## src/core/sbs_map.svh

```systemverilog
`ifndef SBS_MAP_SVH
`define SBS_MAP_SVH
// ------------------------------------------------------------
// Register offsets
// ------------------------------------------------------------
`define SBS_OFF_TX_CTRL 4'h0
`define SBS_OFF_RX_CTRL 4'h1
`define SBS_OFF_BAUD_CTRL 4'h2
`define SBS_OFF_THR 4'h3
`define SBS_OFF_RDR 4'h4
`define SBS_OFF_FLAGS 4'h5
`define SBS_OFF_DIV_LO 4'h6
`define SBS_OFF_DIV_HI 4'h7
// ------------------------------------------------------------
// Field positions
// ------------------------------------------------------------
`define SBS_TX_MASTER 7
`define SBS_TX_ENABLE 5
`define SBS_TX_SYNC 4
`define SBS_TX_BREAK 3
`define SBS_TX_EMPTY 1
`define SBS_RX_PORT 7
`define SBS_RX_SINGLE 5
`define SBS_RX_CONT 4
`define SBS_RX_FRAME_ERR 2
`define SBS_BC_DPI 5
`define SBS_BC_CPI 4
`define SBS_BC_WAKE 1
`define SBS_BC_ABD 0
`define SBS_FL_TBE 0
`define SBS_FL_RCV 1
// ------------------------------------------------------------
// Reset values and counts
// ------------------------------------------------------------
`define SBS_DIV_RST 16'h0004
`define SBS_DATA_LAST 4'h7
`define SBS_BREAK_LAST 4'hB
`endif

```

## src/core/sbs_pkg.sv

```systemverilog
`default_nettype none
package sbs_pkg;
  typedef enum logic [2:0] {
    SBS_TX_IDLE = 3'b000,
    SBS_TX_START = 3'b001,
    SBS_TX_DATA = 3'b010,
    SBS_TX_STOP = 3'b011,
    SBS_TX_SYNC = 3'b100
  } sbs_tx_state_t;

  typedef enum logic [1:0] {
    SBS_RX_IDLE = 2'b00,
    SBS_RX_START = 2'b01,
    SBS_RX_DATA = 2'b10,
    SBS_RX_STOP = 2'b11
  } sbs_rx_state_t;

  typedef struct packed {
    logic tx_en;
    logic sync_sel;
    logic master;
    logic brk_req;
    logic port_en;
    logic single_rx;
    logic cont_rx;
    logic dpi;
    logic cpi;
    logic wake_en;
    logic baud_det;
    logic [15:0] div;
    logic [7:0] thr;
    logic thr_full;
    logic [7:0] tx_shift;
    sbs_tx_state_t tx_st;
    logic tx_brk;
    logic [3:0] tx_cnt;
    logic tx_ph;
    logic [15:0] tx_div;
    logic tx_line;
    logic ck_line;
    logic dt_line;
    logic rs1;
    logic rs2;
    logic rs3;
    logic rx_lvl;
    logic rx_prev;
    logic wake_fell;
    sbs_rx_state_t rx_st;
    logic [3:0] rx_cnt;
    logic rx_ph;
    logic [15:0] rx_div;
    logic [7:0] rx_sh;
    logic [7:0] rcv;
    logic rcv_flag;
    logic frame_err;
    logic [7:0] rdata;
  } sbs_state_t;
endpackage
`default_nettype wire

```

## src/core/sbs_top.sv

```systemverilog
// Behaviour
// - Break is start bit, twelve zero bits, then stop bit.
// - Holding write with break request and transmit enable sends a Break of zeros.
// - Hardware clears break request after Break stop bit; next byte may wait.
// - Shift empty flag shows busy or idle during Break as for normal characters.
// - Buffer empty flag rises when holding register empties; then write next byte.
// - Received Break shows receive flag, framing error and data zero.
// - Wake-on-break watches two transitions, flags receive, then receives next byte.
// - Receiver stays idle while wake-on-break enable is set.
// - Synchronous characters carry no start or stop bits.
// - Synchronous mode uses one shared data line and a clock line, half-duplex.
// - Sync master transmit needs sync, master, port enable, both receive enables clear.
// - Master drives shift clock on clock pin, output enabled in sync modes.
// - Exactly one clock cycle per data bit, none beyond the character.
// - Data changes on leading clock edge and holds until the next leading edge.
// - Clock invert idles high; clear idles low; edges follow idle level.
// - Sync master transmit sends on data pin with both pin drivers enabled.
// - Byte written while shifting waits in holding register until last bit sent.
// - With shift register empty, written byte moves at once and shifting starts.
// - Shift register is neither readable nor writable by software.
// - Data invert resets to zero; set inverts transmitted and received data.
// - Under wake-on-break a falling edge wakes; later rising edge clears the enable.
//
// Our own choices: the register offsets and the address-and-strobe port.
`timescale 1ns/100ps
`default_nettype none
`include "sbs_map.svh"
module sbs_top
  import sbs_pkg::*;
(
  input wire logic mclk_i,
  input wire logic reset_i,
  input wire logic [3:0] addr_i,
  input wire logic [7:0] wdata_i,
  input wire logic wr_i,
  input wire logic rd_i,
  output logic [7:0] rdata_o,
  input wire logic rx_data_pin_i,
  output logic rx_data_pin_o,
  output logic rx_data_pin_oe_o,
  output logic tx_clock_pin_o,
  output logic tx_clock_pin_oe_o
);

  // ------------------------------------------------------------
  // Helpers
  // ------------------------------------------------------------
  // One half bit lasts div+1 clocks; both directions share this
  function automatic logic half_done(input logic [15:0] cnt, input logic [15:0] dv);
    half_done = (cnt == dv);
  endfunction

  function automatic logic [15:0] half_next(input logic [15:0] cnt, input logic [15:0] dv);
    half_next = (cnt == dv) ? 16'h0000 : cnt + 16'h0001;
  endfunction

  sbs_state_t cur;
  sbs_state_t nxt;

  logic async_tx_ok;
  logic sync_tx_mode;
  logic async_rx_ok;
  logic rxb;
  logic fell;
  logic rose;
  logic tx_half;
  logic tx_bit_end;
  logic rx_half;
  logic wr_thr;

  // ------------------------------------------------------------
  // Mode decode
  // ------------------------------------------------------------
  // Any receive enable steers a sync master away from transmit
  assign sync_tx_mode = cur.sync_sel & cur.master & cur.port_en & ~cur.single_rx & ~cur.cont_rx;
  assign async_tx_ok = ~cur.sync_sel & cur.port_en;
  assign async_rx_ok = ~cur.sync_sel & cur.port_en & cur.cont_rx;
  assign rxb = cur.rx_lvl ^ cur.dpi;
  assign fell = cur.rx_prev & ~rxb;
  assign rose = ~cur.rx_prev & rxb;
  assign tx_half = half_done(cur.tx_div, cur.div);
  assign tx_bit_end = tx_half & cur.tx_ph;
  assign rx_half = half_done(cur.rx_div, cur.div);
  assign wr_thr = wr_i & (addr_i == `SBS_OFF_THR);

  // ------------------------------------------------------------
  // Next state
  // ------------------------------------------------------------
  always_comb
  begin
    nxt = cur;
    // Pin synchroniser; only the last two stages are compared
    nxt.rs1 = rx_data_pin_i;
    nxt.rs2 = cur.rs1;
    nxt.rs3 = cur.rs2;
    if (cur.rs2 == cur.rs3)
    begin
      nxt.rx_lvl = cur.rs3;
    end
    nxt.rx_prev = rxb;

    // Transmit half-bit timer
    nxt.tx_div = half_next(cur.tx_div, cur.div);
    if (tx_half)
    begin
      nxt.tx_ph = ~cur.tx_ph;
    end

    // Transmitter; a dropped enable aborts the character
    case (cur.tx_st)
      SBS_TX_IDLE:
      begin
        nxt.tx_div = 16'h0000;
        nxt.tx_ph = 1'b0;
        nxt.tx_cnt = 4'h0;
        if (cur.thr_full && cur.tx_en && (async_tx_ok || sync_tx_mode))
        begin
          nxt.tx_shift = cur.thr;
          nxt.thr_full = 1'b0;
          // Break is decided at transfer, so a sync byte written meanwhile stays data
          nxt.tx_brk = cur.brk_req & ~cur.sync_sel;
          nxt.tx_st = sync_tx_mode ? SBS_TX_SYNC : SBS_TX_START;
        end
      end
      SBS_TX_START:
      begin
        if (tx_bit_end)
        begin
          nxt.tx_st = SBS_TX_DATA;
        end
      end
      SBS_TX_DATA:
      begin
        if (tx_bit_end)
        begin
          nxt.tx_shift = {1'b0, cur.tx_shift[7:1]};
          nxt.tx_cnt = cur.tx_cnt + 4'h1;
          if (cur.tx_cnt == (cur.tx_brk ? `SBS_BREAK_LAST : `SBS_DATA_LAST))
          begin
            nxt.tx_st = SBS_TX_STOP;
          end
        end
      end
      SBS_TX_STOP:
      begin
        if (tx_bit_end)
        begin
          nxt.tx_st = SBS_TX_IDLE;
          if (cur.tx_brk)
          begin
            nxt.brk_req = 1'b0;
          end
        end
      end
      SBS_TX_SYNC:
      begin
        // Eight bits then stop, no trailing clock cycles
        if (tx_bit_end)
        begin
          nxt.tx_shift = {1'b0, cur.tx_shift[7:1]};
          nxt.tx_cnt = cur.tx_cnt + 4'h1;
          if (cur.tx_cnt == `SBS_DATA_LAST)
          begin
            nxt.tx_st = SBS_TX_IDLE;
          end
        end
      end
      default:
      begin
        nxt.tx_st = SBS_TX_IDLE;
      end
    endcase
    if (!cur.tx_en || !(async_tx_ok || sync_tx_mode))
    begin
      nxt.tx_st = SBS_TX_IDLE;
    end

    // Receive half-bit timer
    nxt.rx_div = half_next(cur.rx_div, cur.div);
    if (rx_half)
    begin
      nxt.rx_ph = ~cur.rx_ph;
    end

    // Asynchronous receiver; wake-on-break holds it idle
    case (cur.rx_st)
      SBS_RX_IDLE:
      begin
        nxt.rx_div = 16'h0000;
        nxt.rx_ph = 1'b0;
        nxt.rx_cnt = 4'h0;
        if (cur.wake_en)
        begin
          if (fell)
          begin
            nxt.wake_fell = 1'b1;
            nxt.rcv_flag = 1'b1;
          end
          else if (rose && cur.wake_fell)
          begin
            nxt.wake_en = 1'b0;
            nxt.wake_fell = 1'b0;
          end
        end
        else if (async_rx_ok && fell)
        begin
          nxt.rx_st = SBS_RX_START;
        end
      end
      SBS_RX_START:
      begin
        // Check mid start bit; a glitch returns to idle
        if (rx_half)
        begin
          nxt.rx_st = rxb ? SBS_RX_IDLE : SBS_RX_DATA;
          nxt.rx_div = 16'h0000;
          nxt.rx_ph = 1'b0;
        end
      end
      SBS_RX_DATA:
      begin
        if (rx_half && cur.rx_ph)
        begin
          nxt.rx_sh = {rxb, cur.rx_sh[7:1]};
          nxt.rx_cnt = cur.rx_cnt + 4'h1;
          if (cur.rx_cnt == `SBS_DATA_LAST)
          begin
            nxt.rx_st = SBS_RX_STOP;
          end
        end
      end
      SBS_RX_STOP:
      begin
        // A Break lands here as zero data with a low stop bit
        if (rx_half && cur.rx_ph)
        begin
          nxt.rcv = cur.rx_sh;
          nxt.frame_err = ~rxb;
          nxt.rcv_flag = 1'b1;
          nxt.rx_st = SBS_RX_IDLE;
        end
      end
      default:
      begin
        nxt.rx_st = SBS_RX_IDLE;
      end
    endcase
    if (!async_rx_ok && !cur.wake_en)
    begin
      nxt.rx_st = SBS_RX_IDLE;
    end

    // Register reads; data stands one cycle after the strobe
    nxt.rdata = 8'h00;
    if (rd_i)
    begin
      if (addr_i == `SBS_OFF_TX_CTRL)
      begin
        nxt.rdata[`SBS_TX_MASTER] = cur.master;
        nxt.rdata[`SBS_TX_ENABLE] = cur.tx_en;
        nxt.rdata[`SBS_TX_SYNC] = cur.sync_sel;
        nxt.rdata[`SBS_TX_BREAK] = cur.brk_req;
        nxt.rdata[`SBS_TX_EMPTY] = (cur.tx_st == SBS_TX_IDLE);
      end
      else if (addr_i == `SBS_OFF_RX_CTRL)
      begin
        nxt.rdata[`SBS_RX_PORT] = cur.port_en;
        nxt.rdata[`SBS_RX_SINGLE] = cur.single_rx;
        nxt.rdata[`SBS_RX_CONT] = cur.cont_rx;
        nxt.rdata[`SBS_RX_FRAME_ERR] = cur.frame_err;
      end
      else if (addr_i == `SBS_OFF_BAUD_CTRL)
      begin
        nxt.rdata[`SBS_BC_DPI] = cur.dpi;
        nxt.rdata[`SBS_BC_CPI] = cur.cpi;
        nxt.rdata[`SBS_BC_WAKE] = cur.wake_en;
        nxt.rdata[`SBS_BC_ABD] = cur.baud_det;
      end
      else if (addr_i == `SBS_OFF_RDR)
      begin
        nxt.rdata = cur.rcv;
        // Clear loses to a receive event in the same cycle
        nxt.rcv_flag = nxt.rcv_flag & ~cur.rcv_flag;
        if (cur.rx_st == SBS_RX_STOP && rx_half && cur.rx_ph)
        begin
          nxt.rcv_flag = 1'b1;
        end
        if (cur.wake_en && fell && cur.rx_st == SBS_RX_IDLE)
        begin
          nxt.rcv_flag = 1'b1;
        end
      end
      else if (addr_i == `SBS_OFF_FLAGS)
      begin
        nxt.rdata[`SBS_FL_TBE] = ~cur.thr_full;
        nxt.rdata[`SBS_FL_RCV] = cur.rcv_flag;
      end
      else if (addr_i == `SBS_OFF_DIV_LO)
      begin
        nxt.rdata = cur.div[7:0];
      end
      else if (addr_i == `SBS_OFF_DIV_HI)
      begin
        nxt.rdata = cur.div[15:8];
      end
      else
      begin
        // Holding register and unmapped offsets read as zero
        nxt.rdata = 8'h00;
      end
    end

    // Register writes; software write wins over a hardware clear
    if (wr_i)
    begin
      if (addr_i == `SBS_OFF_TX_CTRL)
      begin
        nxt.master = wdata_i[`SBS_TX_MASTER];
        nxt.tx_en = wdata_i[`SBS_TX_ENABLE];
        nxt.sync_sel = wdata_i[`SBS_TX_SYNC];
        nxt.brk_req = wdata_i[`SBS_TX_BREAK];
      end
      else if (addr_i == `SBS_OFF_RX_CTRL)
      begin
        nxt.port_en = wdata_i[`SBS_RX_PORT];
        nxt.single_rx = wdata_i[`SBS_RX_SINGLE];
        nxt.cont_rx = wdata_i[`SBS_RX_CONT];
      end
      else if (addr_i == `SBS_OFF_BAUD_CTRL)
      begin
        nxt.dpi = wdata_i[`SBS_BC_DPI];
        nxt.cpi = wdata_i[`SBS_BC_CPI];
        nxt.wake_en = wdata_i[`SBS_BC_WAKE];
        nxt.baud_det = wdata_i[`SBS_BC_ABD];
        nxt.wake_fell = 1'b0;
      end
      else if (addr_i == `SBS_OFF_DIV_LO)
      begin
        nxt.div[7:0] = wdata_i;
      end
      else if (addr_i == `SBS_OFF_DIV_HI)
      begin
        nxt.div[15:8] = wdata_i;
      end
    end
    // A byte written while shifting waits here for the idle transfer
    if (wr_thr)
    begin
      nxt.thr = wdata_i;
      nxt.thr_full = 1'b1;
    end

    // Pin drive registers follow the next state; sync data holds between characters
    nxt.ck_line = (nxt.tx_st == SBS_TX_SYNC && !nxt.tx_ph) ? ~nxt.cpi : nxt.cpi;
    nxt.dt_line = (nxt.tx_st == SBS_TX_SYNC) ? nxt.tx_shift[0] ^ nxt.dpi : cur.dt_line;
    case (nxt.tx_st)
      SBS_TX_START: nxt.tx_line = 1'b0 ^ nxt.dpi;
      SBS_TX_DATA: nxt.tx_line = (nxt.tx_brk ? 1'b0 : nxt.tx_shift[0]) ^ nxt.dpi;
      default: nxt.tx_line = 1'b1 ^ nxt.dpi;
    endcase
  end

  // ------------------------------------------------------------
  // State register
  // ------------------------------------------------------------
  always_ff @(posedge mclk_i)
  begin
    if (reset_i)
    begin
      cur <= '0;
      cur.div <= `SBS_DIV_RST;
      cur.tx_line <= 1'b1;
      cur.rs1 <= 1'b1;
      cur.rs2 <= 1'b1;
      cur.rs3 <= 1'b1;
      cur.rx_lvl <= 1'b1;
      cur.rx_prev <= 1'b1;
      cur.tx_st <= SBS_TX_IDLE;
      cur.rx_st <= SBS_RX_IDLE;
    end
    else
    begin
      cur <= nxt;
    end
  end

  // ------------------------------------------------------------
  // Outputs
  // ------------------------------------------------------------
  // Clock pin carries the async line outside synchronous mode
  assign tx_clock_pin_o = cur.sync_sel ? cur.ck_line : cur.tx_line;
  assign tx_clock_pin_oe_o = cur.port_en & (cur.sync_sel ? cur.master : cur.tx_en);
  // Data pin driven only in sync master transmit mode, also between characters
  assign rx_data_pin_o = cur.dt_line;
  assign rx_data_pin_oe_o = sync_tx_mode;
  assign rdata_o = cur.rdata;

endmodule
`default_nettype wire

```

## config.mk

```make
export PLATFORM = sky130hd
export DESIGN_NAME = sbs_top
export DESIGN_NICKNAME = d
export VERILOG_FILES = /design/src/core/sbs_pkg.sv /design/src/core/sbs_top.sv
export VERILOG_INCLUDE_DIRS = /design/src /design/src/core
export SDC_FILE = /design/constraint.sdc
export NUM_CORES = 1
export LEC_CHECK = 0
export ABC_AREA = 1
export BUFFER_PORTS_ARGS = -buffer_cell sky130_fd_sc_hd__clkbuf_2
export CELL_PAD_IN_SITES_DETAIL_PLACEMENT = 1
export CELL_PAD_IN_SITES_GLOBAL_PLACEMENT = 1
export CORE_UTILIZATION = 45
export CTS_CLUSTER_SIZE = 20
export DETAILED_ROUTE_END_ITERATION = 16
export PLACE_DENSITY = 0.84
export SLEW_MARGIN = 15
export SYNTH_ARGS = -nofsm -noshare
export SYNTH_HDL_FRONTEND = slang
export SYNTH_SLANG_ARGS = --single-unit
```

## constraint.sdc

```tcl
create_clock -name mclk_i -period 2.3 [get_ports mclk_i]
set_input_delay 0.23 -clock mclk_i [delete_from_list [all_inputs] [get_ports mclk_i]]
set_output_delay 0.23 -clock mclk_i [all_outputs]
set_load 0.005 [all_outputs]
```

==> metrics, run 1 <==
Final setup viols 0; hold_ws 0.124 ns; Syn Inst Count 825; Initial DRT Pass Iterations 4; Reg-to-Reg Start cur[115]; Post-Synth XOR/XNOR Area 5.92%; net count after synthesis 854; worst min-delay path class in2reg; CTS Buf Count 17; Synth Area in Compound Gates 14.4%; Antenna Cells 0; simple-gate share of the synthesized area 26.5%; Final Hold Viols 0; total detailed-routing wirelength 18200 µm; Peak Freq 449 MHz; DIE AREA 0.0140 mm²; critical path required time 2.62 ns; CP dominant cell by count nor2_1; CORE AREA 0.0132 mm²; worst-margin pin slew 0.734 ns; static leakage 2.92 nW; Critical path origin cur[115]; initial antenna violation count 0; post-route cell area 0.00719 mm²; input/output buffers 28; Finished Layout Cells 1054; Adder-Cell Fraction of Synth Area 2.47%; critical path arrival 2.55 ns; vias in the first global route 5925; H-Tree Depth 4; Post-synth EDFFs 0; multiplexer share of the synthesized area 0.165%; Worst setup EP type flip-flop; width of the die 118 µm; unrepaired setup endpoints after global routing true; hold_sp wdata_i[2]; row count 42; critical-path cell list xnor2_1 -> nand4_1 -> nor3_1 -> nand3_1 -> inv_2 -> ha_4 -> nand2_4 -> inv_2 -> nand4_1 -> nor2_1 -> nor2_1 -> nand2_1 -> nand2_2 -> nor2_2 -> nor2_1 -> nor2_1 -> nand2_1; Yosys reg bits 127; reg2reg path depth 17; Overall Power 5.26 mW; grt ovf 0; CP bufs+invs 2; Slowest-stage cell, CP dfxtp_2; CP startpoint kind flip-flop; fin crit period 2.23 ns; Post-Place Cell Area 0.00637 mm²; Final ANT Viol Nets 0; Max Slew Vio Count 0; CTS Root Cell clkbuf_16; warning count from the yosys run 0; Seq/Total Area, Yosys 41.9%; Die Ht 118 µm; Worst-path clk slew 0.06 ns; Critical R2R Capture cur[57]; Post-synth top flop dfxtp_1; DRC viols 0; Clock Sink Count 127; gpl congestion 0.868; Netlist cell types 46; Post-Syn Area per Cell 7.35 µm²; synthesized area 0.00607 mm²; HPWL Detailed 13000 µm; R2R setup slack 0.07 ns; outcome finished, final reports clean; Final Cycle Share 96.8%; Area Overhead vs Synth 18.5%; TritonCTS clock tree built; pwr dens 732 mW/mm²; maximum VDD drop 0.510 mV; global-route wire length before repair 29800 µm; Crit path max-delay family simple AND/OR/NAND/NOR gates; CP max FO 3; Critical Path Stages 17; nets 894; Slew HR 50.9%; filler instances 1655; Max stage delay on crit path 0.35 ns; Clock Latency Late Sink 0.42 ns; Starting Density 46.0%; Clock Path Buffers 2; ys async rst share 0%; vias after detailed routing 5645; DRT iter0 DRCs 318; Ports 29; max_cap viols 0; layout cells sized above 1 17.9%; kind of critical path reg2reg; largest net degree at the start of global routing 27; largest family of logic cells by synthesized area simple AND/OR/NAND/NOR gates; placed instance count 1012; DR vias/cell 5.36; WL per Instance 17.3 µm; CP endpoint cur[57]; Tot GR Track Use 27.4%; Worst Skew 0.00790 ns; TNS Setup 0 ns
## what timing repair did
action                                 4_1_cts  5_1_grt
endpoints found under the hold margin        1        0
setup endpoints to repair                   10       21
setup buffers                                1        8
hold buffers                                 1        0
pin swaps                                    1       10
resized for setup                           14       32
## flip-flops by register name, summed over array words and instances, names as in the netlist, named ones only
register,cells
cur,117
rdata_o,8
rx_data_pin_o,1
## worst min-delay path, cell delays in order
cell	delay (ns)
clkbuf_2	0.14
a21oi_1	0.07
o21ai_0	0.06
## per-stage QoR
step,worst slack [ns],util (%)
floorplan,0.395,-
global placement,0.0692,48.3
detailed placement,-0.105,48.3
CTS,-0.00783,53.4
global route,-0.143,54.5
finish,0.0726,54.5
## cell families after synthesis
logic type	count (synthesis)
simple gates	355
mux	1
compound gates	159
flops	127
xor+xnor	41
buf+inv	130
fa+ha+maj	12
## report_power, final
part | switching (mW) | internal, mW | total [mW]
logic | 0.126 | 0.0583 | 0.184
clock network | 1.04 | 1.81 | 2.85
registers | 0.0166 | 2.21 | 2.23
## synthesized netlist by cell type (all sizes together) (14+ instances only)
cell | n | area share [%]
xor2 | 25 | 3.6
nand2 | 145 | 9.2
nand4 | 14 | 1.4
a21oi | 59 | 4.9
nor2 | 134 | 9.2
buf | 14 | 1.5
dfxtp | 127 | 42
xnor2 | 16 | 2.3
inv | 103 | 6.4
nor3 | 16 | 1.8
o21ai | 67 | 5.6
nand3 | 36 | 3.8
## worst min-delay path by stage
stage | depth (start not counted) | end | slack [ns]
after floorplan | 1 | cur[54] | 0.33
after global placement | 1 | cur[53] | 0.39
after detailed placement | 1 | cur[53] | 0.40
after CTS | 3 | cur[102] | 0.1
after global routing | 3 | cur[102] | 0.13
final | 3 | cur[102] | 0.12
## layout make-up
type                       count  area, µm²  area share, %
multi-input combinational    568       3080           42.8
sequential                   127       2580           35.8
clock buffer                  18        429           5.97
inverter                     104        397           5.52
timing repair buffer          47        298           4.14
tap                          176        220           3.06
clock inverter                14        190           2.65
## cells in the final DEF (no fill, tap or decap), types with 15 or more instances in the layout
| cell | n |
|---|---|
| nor2_1 | 116 |
| xor2_1 | 25 |
| inv_1 | 94 |
| a21oi_1 | 58 |
| clkbuf_16 | 17 |
| nand3_1 | 28 |
| nand2_1 | 136 |
| clkbuf_2 | 28 |
| buf_4 | 17 |
| dfxtp_1 | 108 |
| dfxtp_2 | 15 |
| o21ai_0 | 63 |
## routing by layer
layer  part of all wire [%]  up-vias  global-route usage (%)
met5                      0        -                       0
met1                     43     2771                    32.5
met3                    2.9       28                    4.89
li1                       -     2754                       -
met4                    1.9        0                    9.94
met2                     52       92                    49.0
Note: power is estimated with default switching activity, not from simulation.
==> run 2: changes to the inputs <==
==> constraint.sdc (replaced) <==
create_clock -name mclk_i -period 2.53 [get_ports mclk_i]
set_input_delay 0.253 -clock mclk_i [delete_from_list [all_inputs] [get_ports mclk_i]]
set_output_delay 0.253 -clock mclk_i [all_outputs]
set_load 0.005 [all_outputs]
==> run 2 against run 1 <==
  * Cell count shrank 1.3%
  * Sequential power shrank 9.0%
  * Sequential share of layout area is 0.20 points higher
  * Clock power grew 1%
  * Routed wire length increased by 0.88%
==> metrics, run 2 (synthesized netlist as in run 1, its figures left out) <==
outcome finished, final reports clean (unchanged); critical-path cell list xnor2_2 -> nand4_1 -> nor3_2 -> nand3_2 -> inv_2 -> ha_1 -> nand2_1 -> inv_2 -> nor2_1 -> inv_1 -> nand2_1 -> o21ai_0 -> a21oi_1 (was xnor2_1 -> nand4_1 -> nor3_1 -> nand3_1 -> inv_2 -> ha_4 -> nand2_4 -> inv_2 -> nand4_1 -> nor2_1 -> nor2_1 -> nand2_1 -> nand2_2 -> nor2_2 -> nor2_1 -> nor2_1 -> nand2_1); worst min-delay path class in2reg (unchanged); hold depth 2 (was 3); width of the die 118 µm (unchanged); Gate power share 3.2% (was 3.5%); most frequent cells in the layout nand2_1 (139), nor2_1 (118), dfxtp_1 (118) (was nand2_1 (136), nor2_1 (116), dfxtp_1 (108)); Final setup viols 0 (unchanged); DRC viols 0 (unchanged); commonest non-fill, non-tap cell in the layout nand2_1 (unchanged); DR vias/cell 5.47 (was 5.36); maximum VDD drop 0.505 mV (was 0.510 mV); worst-margin pin slew 0.749 ns (was 0.734 ns); Peak Freq 399 MHz (was 449 MHz); internal power 4.01 mW (was 4.08 mW); placed instance count 1008 (was 1012); DIE AREA 0.0140 mm² (unchanged); Clock Latency Late Sink 0.43 ns (was 0.42 ns); Final Cycle Share 99.1% (was 96.8%); Finished Layout Cells 1040 (was 1054); vias in the first global route 6087 (was 5925); Sw Share 21.1% (was 22.4%); grt ovf 0 (unchanged); Max Slew Vio Count 0 (unchanged); Overall Power 5.08 mW (was 5.26 mW); Worst-path clk slew 0.06 ns (about the same); initial antenna violation count 0 (unchanged); total detailed-routing wirelength 18400 µm (was 18200 µm); Final Hold Viols 0 (unchanged); filler instances 1664 (was 1655); Final ANT Viol Nets 0 (unchanged); row count 42 (unchanged); pwr dens 717 mW/mm² (was 732 mW/mm²); Tot GR Track Use 27.4% (about the same); layout cells sized above 1 14.7% (was 17.9%); CTS Buf Count 17 (unchanged); Crit path max-delay family simple AND/OR/NAND/NOR gates (unchanged); Slowest-stage cell, CP dfxtp_2 (unchanged); Setup Fix Bufs, Post-CTS 0 (was 1); CP max FO 9 (was 3); critical path required time 2.83 ns (was 2.62 ns); Antenna Cells 0 (unchanged); post_cts resized 0 (was 14); Reg power frac 40.0% (was 42.4%); Worst Skew 0.00591 ns (was 0.00790 ns); CP startpoint kind flip-flop (unchanged); TritonCTS clock tree built (unchanged); hold_buf cts 0 (was 1); Clk pwr share 56.8% (was 54.1%); static leakage 2.88 nW (was 2.92 nW); max reg flops 117 (unchanged); kind of critical path reg2reg (unchanged); Max stage delay on crit path 0.35 ns (about the same); hold_ws 0.0101 ns (was 0.124 ns); max_cap viols 0 (unchanged); Clock Path Buffers 2 (unchanged); Ports 29 (unchanged); nets 880 (was 894); Initial DRT Pass Iterations 4 (unchanged); global-route wire length before repair 29800 µm (about the same); HPWL Detailed 12900 µm (was 13000 µm); Most flops, register cur (unchanged); input/output buffers 28 (unchanged); Critical Path Stages 13 (was 17); CTS Root Cell clkbuf_16 (unchanged); CP bufs+invs 3 (was 2); DRT iter0 DRCs 280 (was 318); reg2reg path depth 13 (was 17); H-Tree Depth 4 (unchanged); largest net degree at the start of global routing 33 (was 27); Starting Density 46.0% (unchanged); Slew HR 49.9% (was 50.9%); Worst setup EP type flip-flop (unchanged); fin crit period 2.51 ns (was 2.23 ns); Area Overhead vs Synth 16.9% (was 18.5%); Die Ht 118 µm (unchanged); WL per Instance 17.7 µm (was 17.3 µm); critical path arrival 2.81 ns (was 2.55 ns); gpl congestion 0.842 (was 0.868); CORE AREA 0.0132 mm² (unchanged); post-layout util 53.8% (was 54.5%); NetSw 1.07 mW (was 1.18 mW); vias after detailed routing 5690 (was 5645); Clock Sink Count 127 (unchanged)
==> run 2: final cells by class <==
| cell class | instances | area, µm² | area share, % |
|---|---|---|---|
| multi-input combinational | 568 | 3060 | 43.1 |
| sequential | 127 | 2560 | 36.0 |
| clock buffer | 17 | 425 | 6.00 |
| inverter | 104 | 390 | 5.50 |
| clock inverter | 15 | 267 | 3.76 |
| tap | 176 | 220 | 3.11 |
| timing repair buffer | 33 | 178 | 2.51 |
==> run 2: metrics by stage <==
stage          area, µm²  setup WS (ns)  TNS (ns)
6_report            7090         0.0216         0
5_1_grt             7090        -0.0826   -0.0826
4_1_cts             7020         0.0167         0
3_5_place_dp        6330          0.185         0
3_3_place_gp        6330          0.258         0
2_1_floorplan       6070          0.625         0
==> run 2: final timing paths <==
path	slack, ns	from	to
setup / recovery	0.02	cur[110]	cur[77]
hold reg to reg	0.42	cur[54]	cur[53]
setup reg to reg	0.02	cur[110]	cur[77]
hold / removal	0.01	rx_data_pin_i	cur[54]
==> run 2: power by group through the flow <==
stage          clock network, mW  registers [mW]  logic (mW)
2_1_floorplan                  0            2.07      0.0968
3_3_place_gp                   0            2.07       0.150
3_5_place_dp                   0            2.07       0.156
4_1_cts                     2.90            2.03       0.160
5_1_grt                     3.00            2.03       0.180
6_report                    2.89            2.03       0.164
==> run 2: routing by layer <==
metal  wire [µm]  vias up  track usage (%)
met5           0        -                0
met2        9620      109             49.3
met1        7550     2804             30.4
met3         625       43             5.62
li1            -     2734                -
met4         560        0             13.9
